<file path="src/logic/ssc_map.svh">
/*
 Register offsets, field positions, reset values and timing figures of the
 standby and subclock controller. Assumes a 32-bit classic Wishbone slave.
*/
`ifndef SSC_MAP_SVH
`define SSC_MAP_SVH

// Byte addresses of the registers.
`define SSC_CLK_ADDR 8'h00
`define SSC_SETTLE_ADDR 8'h04
`define SSC_STATUS_ADDR 8'h08

// Processor clock control fields.
`define SSC_CLK_DIV_LSB 0
`define SSC_CLK_DIV_MSB 2
`define SSC_CLK_SUBSEL_BIT 3
`define SSC_CLK_MOSC_BIT 6
`define SSC_CLK_RESET 8'h00

// Settle time select field.
`define SSC_SETTLE_LSB 0
`define SSC_SETTLE_MSB 2

// Status fields.
`define SSC_ST_SUBMODE_BIT 0
`define SSC_ST_MOSC_BIT 1
`define SSC_ST_SETTLE_BIT 2
`define SSC_ST_STOP_BIT 3
`define SSC_ST_ONSUB_BIT 4

// Settle time is base cycles shifted left by the select value.
`define SSC_SETTLE_BASE 256
`define SSC_CNT_W 20

`endif

</file>
<file path="src/logic/ssc_pkg.sv">
/*
 Types of the standby and subclock controller.
 Assumes nothing of its surroundings.
*/
`default_nettype none

package ssc_pkg;
	typedef enum logic [1:0] {
		PWR_SETTLE,
		PWR_RUN,
		PWR_STOP
	} ssc_pwr_t;

	typedef enum logic [1:0] {
		SW_MAIN,
		SW_TO_SUB,
		SW_SUB,
		SW_TO_MAIN
	} ssc_sw_t;
endpackage

`default_nettype wire

</file>
<file path="src/logic/ssc_top.sv">
/*
 Standby and subclock controller: STOP mode hold and wake settling, and the
 switch of the system clock between main clock and subclock.
 Assumes a classic Wishbone master and a one-cycle sub_tick per subclock edge.
*/
// Added by the designer: the Wishbone slave port and the register offsets.
// Overview of operation
// - During STOP, port pins keep the level they had at entry.
// - During STOP, CPU, RAM and internal state are frozen and kept.
// - Interrupt wake waits the settle time chosen in the select setting.
// - Reset wake waits the settle time of the select reset value.
// - Writing subclock_select as 1 in normal mode enters subclock mode.
// - Entering subclock mode moves the system clock from main to subclock.
// - Writing main_osc_stop as 1 halts the main oscillator.
// - Clearing subclock_select or any reset leaves subclock mode.
// - Leaving subclock mode returns the system clock to the main clock.
`default_nettype none
`include "ssc_map.svh"

module ssc_top #(
	parameter int SETTLE_BASE = `SSC_SETTLE_BASE
) (
	// Clock and reset.
	input wire logic clock,
	input wire logic reset,
	// Wishbone slave.
	input wire logic wb_cyc_i,
	input wire logic wb_stb_i,
	input wire logic wb_we_i,
	input wire logic [7:0] wb_adr_i,
	input wire logic [3:0] wb_sel_i,
	input wire logic [31:0] wb_dat_i,
	output logic [31:0] wb_dat_o,
	output logic wb_ack_o,
	// Power mode requests.
	input wire logic stop_request,
	input wire logic wake_irq,
	input wire logic [2:0] settle_sel_reset_value,
	// Subclock edge marker.
	input wire logic sub_tick,
	// Clock and hold controls.
	output logic main_osc_en,
	output logic main_gate_en,
	output logic sub_gate_en,
	output logic cpu_run,
	output logic port_hold,
	output logic [2:0] clock_divider_select
);
	logic [7:0] clkc_reg, clkc_next;
	logic [2:0] settle_sel_reg, settle_sel_next;
	logic [2:0] settle_rst_reg, settle_rst_next;
	logic ack_reg, ack_next;
	logic [31:0] dat_reg, dat_next;
	ssc_pkg::ssc_pwr_t pwr_reg, pwr_next;
	ssc_pkg::ssc_sw_t sw_reg, sw_next;
	logic rst_wake_reg, rst_wake_next;
	logic tmr_start, tmr_busy, tmr_done;
	logic [`SSC_CNT_W-1:0] tmr_cycles;
	logic subsel;
	logic mosc_stop;

	// Settle length for a select value; shared by reset and interrupt wake.
	function automatic logic [`SSC_CNT_W-1:0] settle_cycles(input logic [2:0] sel);
		settle_cycles = `SSC_CNT_W'(SETTLE_BASE) << sel;
	endfunction

	assign subsel = clkc_reg[`SSC_CLK_SUBSEL_BIT];
	assign mosc_stop = clkc_reg[`SSC_CLK_MOSC_BIT];

	// Bus slave and registers.
	always_comb begin
		clkc_next = clkc_reg;
		settle_sel_next = settle_sel_reg;
		settle_rst_next = settle_rst_reg;
		ack_next = wb_cyc_i & wb_stb_i & ~ack_reg;
		dat_next = dat_reg;
		if (rst_wake_reg) begin
			settle_sel_next = settle_rst_reg;
		end
		if (ack_next) begin
			unique case (wb_adr_i)
				`SSC_CLK_ADDR: dat_next = {24'h000000, clkc_reg};
				`SSC_SETTLE_ADDR: dat_next = {29'h0, settle_sel_reg};
				`SSC_STATUS_ADDR: begin
					dat_next = 32'h00000000;
					dat_next[`SSC_ST_SUBMODE_BIT] = (sw_reg == ssc_pkg::SW_SUB);
					dat_next[`SSC_ST_MOSC_BIT] = main_osc_en;
					dat_next[`SSC_ST_SETTLE_BIT] = (pwr_reg == ssc_pkg::PWR_SETTLE);
					dat_next[`SSC_ST_STOP_BIT] = (pwr_reg == ssc_pkg::PWR_STOP);
					dat_next[`SSC_ST_ONSUB_BIT] = sub_gate_en;
				end
				default: dat_next = 32'h00000000;
			endcase
		end
		// Writes take effect at the edge on which ack is seen high.
		if (ack_reg && wb_we_i && wb_sel_i[0]) begin
			unique case (wb_adr_i)
				`SSC_CLK_ADDR: begin
					// Divider bits are stored as written; keeping them is software's job.
					clkc_next[`SSC_CLK_DIV_MSB:`SSC_CLK_DIV_LSB] =
						wb_dat_i[`SSC_CLK_DIV_MSB:`SSC_CLK_DIV_LSB];
					clkc_next[`SSC_CLK_SUBSEL_BIT] = wb_dat_i[`SSC_CLK_SUBSEL_BIT];
					clkc_next[`SSC_CLK_MOSC_BIT] = wb_dat_i[`SSC_CLK_MOSC_BIT];
				end
				`SSC_SETTLE_ADDR: settle_sel_next = wb_dat_i[`SSC_SETTLE_MSB:`SSC_SETTLE_LSB];
				default: ;
			endcase
		end
	end

	always_ff @(posedge clock) begin
		if (reset) begin
			clkc_reg <= `SSC_CLK_RESET;
			settle_sel_reg <= 3'h0;
			settle_rst_reg <= settle_sel_reset_value;
			ack_reg <= 1'b0;
			dat_reg <= 32'h00000000;
		end else begin
			clkc_reg <= clkc_next;
			settle_sel_reg <= settle_sel_next;
			settle_rst_reg <= settle_rst_next;
			ack_reg <= ack_next;
			dat_reg <= dat_next;
		end
	end

	// STOP entry and wake sequencing.
	always_comb begin
		pwr_next = pwr_reg;
		rst_wake_next = 1'b0;
		tmr_start = 1'b0;
		tmr_cycles = settle_cycles(settle_sel_reg);
		if (rst_wake_reg) begin
			tmr_start = 1'b1;
			tmr_cycles = settle_cycles(settle_rst_reg);
		end
		unique case (pwr_reg)
			ssc_pkg::PWR_SETTLE: begin
				if (tmr_done) begin
					pwr_next = ssc_pkg::PWR_RUN;
				end
			end
			ssc_pkg::PWR_RUN: begin
				if (stop_request) begin
					pwr_next = ssc_pkg::PWR_STOP;
				end
			end
			ssc_pkg::PWR_STOP: begin
				if (wake_irq) begin
					tmr_start = 1'b1;
					pwr_next = ssc_pkg::PWR_SETTLE;
				end
			end
			// The fourth code is unused; it moves to settle without starting a new settle wait.
			default: pwr_next = ssc_pkg::PWR_SETTLE;
		endcase
	end

	always_ff @(posedge clock) begin
		if (reset) begin
			pwr_reg <= ssc_pkg::PWR_SETTLE;
			rst_wake_reg <= 1'b1;
		end else begin
			pwr_reg <= pwr_next;
			rst_wake_reg <= rst_wake_next;
		end
	end

	ssc_settle_timer ssc_settle_timer_inst (
		.clock(clock),
		.reset(reset),
		.start(tmr_start),
		.cycles(tmr_cycles),
		.busy(tmr_busy),
		.done(tmr_done)
	);

	// Clock source switch. Except on reset, both gates are off for at least one cycle and the
	// subclock gate only changes on a subclock edge, so no runt pulse escapes.
	always_comb begin
		sw_next = sw_reg;
		unique case (sw_reg)
			ssc_pkg::SW_MAIN: begin
				if (subsel && pwr_reg == ssc_pkg::PWR_RUN) begin
					sw_next = ssc_pkg::SW_TO_SUB;
				end
			end
			ssc_pkg::SW_TO_SUB: begin
				if (!subsel) begin
					sw_next = ssc_pkg::SW_MAIN;
				end else if (sub_tick) begin
					sw_next = ssc_pkg::SW_SUB;
				end
			end
			ssc_pkg::SW_SUB: begin
				if (!subsel && sub_tick) begin
					sw_next = ssc_pkg::SW_TO_MAIN;
				end
			end
			ssc_pkg::SW_TO_MAIN: begin
				sw_next = ssc_pkg::SW_MAIN;
			end
		endcase
	end

	always_ff @(posedge clock) begin
		if (reset) begin
			sw_reg <= ssc_pkg::SW_MAIN;
		end else begin
			sw_reg <= sw_next;
		end
	end

	// The oscillator stays off through STOP and on request in either clock mode;
	// after STOP the settle wait restarts it before anything runs again; clearing the request restarts it with no settle wait.
	assign main_osc_en = (pwr_reg != ssc_pkg::PWR_STOP) && !mosc_stop;
	assign main_gate_en = (sw_reg == ssc_pkg::SW_MAIN);
	assign sub_gate_en = (sw_reg == ssc_pkg::SW_SUB);
	assign cpu_run = (pwr_reg == ssc_pkg::PWR_RUN) && !tmr_busy;
	assign port_hold = (pwr_reg == ssc_pkg::PWR_STOP);
	assign clock_divider_select = clkc_reg[`SSC_CLK_DIV_MSB:`SSC_CLK_DIV_LSB];
	assign wb_ack_o = ack_reg;
	assign wb_dat_o = dat_reg;
endmodule

`default_nettype wire

</file>
<file path="src/logic/ssc_settle_timer.sv">
/*
 Down counter timing the oscillator settling wait.
 Assumes the load value is stable while start is high.
*/
`default_nettype none
`include "ssc_map.svh"

module ssc_settle_timer (
	// Clock and reset.
	input wire logic clock,
	input wire logic reset,
	// Control.
	input wire logic start,
	input wire logic [`SSC_CNT_W-1:0] cycles,
	// Status.
	output logic busy,
	output logic done
);
	logic [`SSC_CNT_W-1:0] cnt_reg, cnt_next;
	logic busy_reg, busy_next;
	logic done_reg, done_next;

	always_comb begin
		cnt_next = cnt_reg;
		busy_next = busy_reg;
		done_next = 1'b0;
		if (start) begin
			cnt_next = cycles;
			busy_next = 1'b1;
		end else if (busy_reg) begin
			if (cnt_reg <= `SSC_CNT_W'(1)) begin
				busy_next = 1'b0;
				done_next = 1'b1;
			end else begin
				cnt_next = cnt_reg - `SSC_CNT_W'(1);
			end
		end
	end

	always_ff @(posedge clock) begin
		if (reset) begin
			cnt_reg <= '0;
			busy_reg <= 1'b0;
			done_reg <= 1'b0;
		end else begin
			cnt_reg <= cnt_next;
			busy_reg <= busy_next;
			done_reg <= done_next;
		end
	end

	assign busy = busy_reg;
	assign done = done_reg;
endmodule

`default_nettype wire

</file>
<file path="config.mk">
export PLATFORM = sky130hd
export DESIGN_NAME = ssc_top
export DESIGN_NICKNAME = d
export VERILOG_FILES = /design/src/logic/ssc_pkg.sv /design/src/logic/ssc_top.sv /design/src/logic/ssc_settle_timer.sv
export VERILOG_INCLUDE_DIRS = /design/src /design/src/logic
export SDC_FILE = /design/constraint.sdc
export NUM_CORES = 1
export LEC_CHECK = 0
export ABC_AREA = 0
export ABC_CLOCK_PERIOD_IN_PS = 3800
export BUFFER_PORTS_ARGS = -buffer_cell sky130_fd_sc_hd__buf_2
export CAP_MARGIN = 20
export CORE_MARGIN = 5
export CORE_UTILIZATION = 44
export DETAILED_ROUTE_END_ITERATION = 12
export PLACE_DENSITY_LB_ADDON = 0.1
export SYNTH_ARGS = -nofsm -noshare
export SYNTH_HDL_FRONTEND = slang
export SYNTH_SLANG_ARGS = --single-unit
</file>
<file path="constraint.sdc">
create_clock -name clock -period 3.8 [get_ports clock]
set_input_delay 0.76 -clock clock [delete_from_list [all_inputs] [get_ports clock]]
set_output_delay 0.76 -clock clock [all_outputs]
set_load 0.03 [all_outputs]
</file>
* After elaboration in Yosys (flattened, before gate mapping) *
Index checks and enable logic that the tools add are counted.
W data, S select, Z words.

cells by class
  $add $sub $neg = 1
  $lt $le $gt $ge = 1
  equal/unequal tests = 15
  shift-type cells = 2
  mux-type cells = 25
  bitwise gates (word level) = 4
  reduce and logical (&&, ||, !) cells = 18

operators with widths
  operator                 count
  $mux W20                 4
  $shl A9 B3 Y20 const A   2
  $pmux W7 S3              1
  $le A20 B1 Y1 const B    1
  $sub A20 B1 Y20 const B  1
  $mux W2                  7
  $mux W3                  3
  $eq A8 B3 Y1 const B     1
  $eq A8 B4 Y1 const B     1
  $logic_not A8 Y1         1
  $mux W1                  8
  $ne A2 B1 Y1 const B     4
  $pmux W2 S4              1
  $eq A2 B2 Y1 const B     3
  $logic_and A1 B1 Y1      6
  $ne A2 B2 Y1 const B     3
  $pmux W2 S3              1
  $reduce_and A3 Y1        2
  $eq A2 B1 Y1 const B     2
  $logic_not A2 Y1         2
  $reduce_and A2 Y1        2
  $logic_not A1 Y1         3
  $ne A3 B3 Y1 const B     1
  $reduce_or A3 Y1         1
  3 further kinds          5

storage, ports and cells
  register bits after elaboration = 71
  input port bits = 55
  output and inout bits = 41
  word-level logic and storage cells = 77

* Longest topological paths before layout *
  depth in word-level cells = 5
  mapped depth = 8
  gate-level depth less buffers = 7

* Cells and area by module *
A second synthesis with hierarchy kept.

second synthesis, totals
  cells, all modules = 310
  area total of the unflattened synthesis = 2748.9 um2

by module, submodules not included
  module            instances  cells each  area an instance (um2)  seq. area each (um2)
  ssc_top           1          156         1415.1                  490.5
  ssc_settle_timer  1          154         1333.8                  440.4

* Worst setup path after synthesis *
OpenSTA, ideal clock, no wires.

  path type = in2reg
  from = input port wb_adr_i[5]
  to = register clkc_reg[0]
  setup time = 0.128 ns
  arrival time = 2.026 ns
  path slack = 1.646 ns
  cell stages on the path = 5
  buffers on the path = 0
  path through = nor4_1 -> nand2_1 -> nor3_1 -> mux2i_1 -> nor2_1

on the way
  longest elaborated chain between the ends = 2

RTL lines
  element                      line            text
  start, declared              ssc_top.sv:30   input wire logic [7:0] wb_adr_i,
  $logic_not A8 Y1             ssc_top.sv:97   unique case (wb_adr_i)
  $reduce_and A2 Y1 (no line)  n/a
  end signal, assigned         ssc_top.sv:113  clkc_reg <= `SSC_CLK_RESET;
  end signal, assigned         ssc_top.sv:119  clkc_reg <= clkc_next;
  end, declared                ssc_top.sv:49   logic [7:0] clkc_reg, clkc_next;

No other way between the ends.
A chain may end at the register's enable or synchronous reset.

* Worst setup path after layout *
  from = register ssc_settle_timer_inst.cnt_reg[8]
  to = register ssc_settle_timer_inst.cnt_reg[11]

on the way
  longest elaborated chain between the ends = 4
  elaborated cells on any way between the ends = 7
  those cells by class = add/sub: 1; order compare: 1; eq/ne: 1; mux: 3; reduce/logical: 1

RTL lines
  element                 line                    text
  start, declared         ssc_settle_timer.sv:19  logic [`SSC_CNT_W-1:0] cnt_reg, cnt_next;
  start signal, assigned  ssc_settle_timer.sv:46  cnt_reg <= cnt_next;
  $sub A20 B1 Y20         ssc_settle_timer.sv:35  cnt_next = cnt_reg - `SSC_CNT_W'(1);
  $mux W20                ssc_settle_timer.sv:31  if (cnt_reg <= `SSC_CNT_W'(1)) begin
  $mux W20                ssc_settle_timer.sv:30  end else if (busy_reg) begin
  $mux W20                ssc_settle_timer.sv:27  if (start) begin

Parallel ways exist; a longest one is shown, timed or not. The select of a mux whose other input is x is not followed.

==> flow_summary_export.csv <==
group,metric,value,unit
outcome,status,"complete, no violations",
layout,final_area,2760,um2
layout,final_layout_size_suffix_gt1_share,17.4,%
drt,ant_nets,0,
place,place_area,2650,um2
synthesis,post_synth_inst_count,302,
critical_path,end_kind,"flop",
critical_path,reg2reg_depth,5,
timing,setup_viol,0,
synthesis,yosysSeqAreaShare,36.5,%
timing,min_period,2.42,ns
floorplan,die_w,86.1,um
pwr,p_per_area,571,nW/um2
clock_network,post_cts_resize_count,0,
clock_network,hold_buffers,0,
drt,drt_wl_total,5820,um
critical_path,worstPathRequired,4.05,ns
critical_path,worst-path-max-fanout,8,
synthesis,yosys_register_bits,45,
global_routing,grt_first_pass_wirelength,9340,um
timing,period_share,63.7,%
clock_network,cts_made_buffers,5,
critical_path,crit_arrival,2.67,ns
clock_network,clkTransAtPathRegs,0.09,ns
critical_path,r2r_slack,1.38,ns
floorplan,start_util,45.7,%
timing,rsz0062_at_grt,"no",
timing,fmax,413,MHz
place,finalWeightedCongestion,0.807,
synthesis,synthTopCellsByCount,"nor2_1 (47), dfxtp_1 (42), buf_4 (29)",
global_routing,grt_antenna_before_repair,0,
critical_path,worstReg2RegEnd,"ssc_settle_timer_inst.cnt_reg[11]$_SDFFE_PP0P_",
critical_path,crit_start,"ssc_settle_timer_inst.cnt_reg[8]$_SDFFE_PP0P_",
critical_path,critPathKind,"reg2reg",
critical_path,reg2reg_from,"ssc_settle_timer_inst.cnt_reg[8]$_SDFFE_PP0P_",
timing,finalSetupTns,0,ns
critical_path,critPathSlowestCell,"or4_1",
layout,layout.nets,390,
floorplan,coreArea,5570,um2
floorplan,dieArea,7410,um2
global_routing,grt_pass1_vias,1989,
drt,first_pass_iters,4,
timing,worst_pin_slew,0.731,ns
synthesis,synth_edf_count,3,
place,hpwlAfterDp,4310,um
clock_network,cts.sinks,45,
synthesis,avgSynthCellArea,8.44,um2
clock_network,cts_htree_levels,2,
global_routing,grt_overflow_total,0,
layout,syn_to_final_growth,8.44,%
layout,largest_reg_flops,20,
clock_network,root_buffer,"clkbuf_8",
synthesis,async_flop_share,0,%
timing,hold_viol,0,
drt,wl_per_cell,14.3,um
worst_hold_path,hold_start,"ssc_settle_timer_inst.cnt_reg[16]$_SDFFE_PP0P_",
global_routing,grt_usage,15.6,%
global_routing,grt_max_degree,32,
floorplan,io_pins,96,
pwr,peakVddDrop,0.309,mV
place,portBuffers,39,
critical_path,startpoint_type,"flop",
timing,clock_skew,0.00570,ns
worst_hold_path,hp-class,"reg2reg",
synthesis,ys_top_cells_by_area,"dfxtp_1 (33%), buf_4 (8.5%), nor2_1 (6.9%)",
synthesis,synth.largest_area_cell,"dfxtp_1",
layout,antenna_cells,0,
synthesis,synth_top_area_share,33.0,%
worst_hold_path,min_to,"ssc_settle_timer_inst.cnt_reg[16]$_SDFFE_PP0P_",
clock_network,cts_setup_buffers,0,
floorplan,die_h,86.1,um
drt,vias,2177,
clock_network,max-clock-path-buffers,2,
timing,maxSlewViolCount,0,
clock_network,cts_tree,"done",
timing,maxSlewHeadroom,51.2,%
pwr,p_leak,0.00111,uW
synthesis,ys.flop_type,"dfxtp_1",
worst_hold_path,hold_depth,2,
timing,whs,0.477,ns
drt,drt_iter0_drc,95,
synthesis,synth.most_common_cell,"nor2_1",
synthesis,synth.cell_area,2550,um2
synthesis,synth.distinct_cells,58,
clock_network,clkLatencyLatePin,0.30,ns
job,max-cap-violations,0,
critical_path,crit_chain,"or4_1, nor4b_1, a21boi_1, a31oi_1, o21a_1",
drt,drc,0,
floorplan,rows,27,
drt,viasPerCell,5.36,
synthesis,yosys_warnings,0,
critical_path,cpPeakStageDelay,0.62,ns
-- critical path: cells and delay by family (launching register included) --
family / cells / cell delay, ns
DFF: 1 / 0.39
and+or+nand+nor: 2 / 1.20
AOI/OAI and AO/OA: 3 / 0.77
-- routing by layer --
layer | up-vias | share of wire, % | GRT usage (%)
met2 | 57 | 44 | 24.5
li1 | 1099 | - | -
met4 | 0 | 0.69 | 3.88
met5 | - | 0 | 0
met3 | 4 | 6.3 | 3.94
met1 | 1017 | 49 | 21.3
-- kinds of logic (layout without fill, tap and decap cells) --
kind of cell,after synthesis,in the layout,synth area share [%]
and+or+nand+nor,123,123,24.3
AOI/OAI and AO/OA,60,60,17.7
buffers and inverters,50,57,12.5
DFF,45,45,36.5
muxes,14,14,5.50
xor gates and xnor gates,7,7,2.41
adders and majority gates,2,2,0.982
other,1,26,0.147
-- how the worst max path moves through the flow --
| stage | end | slack, ns | cells past startpoint |
|---|---|---|---|
| after floorplan | clkc_reg[0]$_SDFFE_PP0P_ | 1.65 | 5 |
| after global placement | ssc_settle_timer_inst.cnt_reg[14]$_SDFFE_PP0P_ | 1.44 | 5 |
| after detailed placement | ssc_settle_timer_inst.cnt_reg[11]$_SDFFE_PP0P_ | 1.41 | 5 |
| after global routing | ssc_settle_timer_inst.cnt_reg[11]$_SDFFE_PP0P_ | 1.21 | 5 |
| after CTS | ssc_settle_timer_inst.cnt_reg[11]$_SDFFE_PP0P_ | 1.37 | 5 |
| final | ssc_settle_timer_inst.cnt_reg[11]$_SDFFE_PP0P_ | 1.38 | 5 |
-- where the power goes --
| part | leakage [uW] | total, uW | switching, uW | internal, uW |
|---|---|---|---|---|
| Sequential | 0.000371 | 595 | 68.2 | 526 |
| Combinational | 0.000690 | 621 | 387 | 234 |
| Clock | 0.0000518 | 361 | 168 | 194 |
| Total | 0.00111 | 1580 | 622 | 954 |
-- metrics by stage --
step	setup WS [ns]	utilization, %	total power (uW)	instances
6_report	1.38	49.6	1580	406
5_1_grt	1.21	49.6	1690	406
4_1_cts	1.37	49.6	1590	406
3_5_place_dp	1.41	47.6	1220	398
3_3_place_gp	1.44	47.6	1220	398
2_1_floorplan	1.65	-	1120	327
-- cell usage in the layout, fill, tap and decap left out, types with 4 or more instances in the layout --
master / instances
nand2_1: 20
nor4_1: 7
a211oi_1: 5
or4_1: 5
a32oi_1: 4
a22oi_1: 4
dfxtp_1: 42
nand2b_1: 5
nand4_1: 5
buf_2: 39
xor2_1: 4
inv_1: 8
clkbuf_8: 5
nand3_1: 7
mux2i_1: 14
conb_1: 26
a21oi_1: 9
nor2_1: 47
o21ai_0: 6
o211ai_1: 5
nor3_1: 8
-- layout make-up --
| type | count | area [um2] |
|---|---|---|
| Clock inverter | 3 | 41.3 |
| Fill cell | 574 | 2810 |
| Tap cell | 72 | 90.1 |
| Sequential cell | 45 | 931 |
| Timing Repair Buffer | 41 | 210 |
| Inverter | 8 | 30.0 |
| Clock buffer | 5 | 68.8 |
| Multi-Input combinational cell | 232 | 1390 |
No activity file was read; power rests on OpenSTA's default activity.
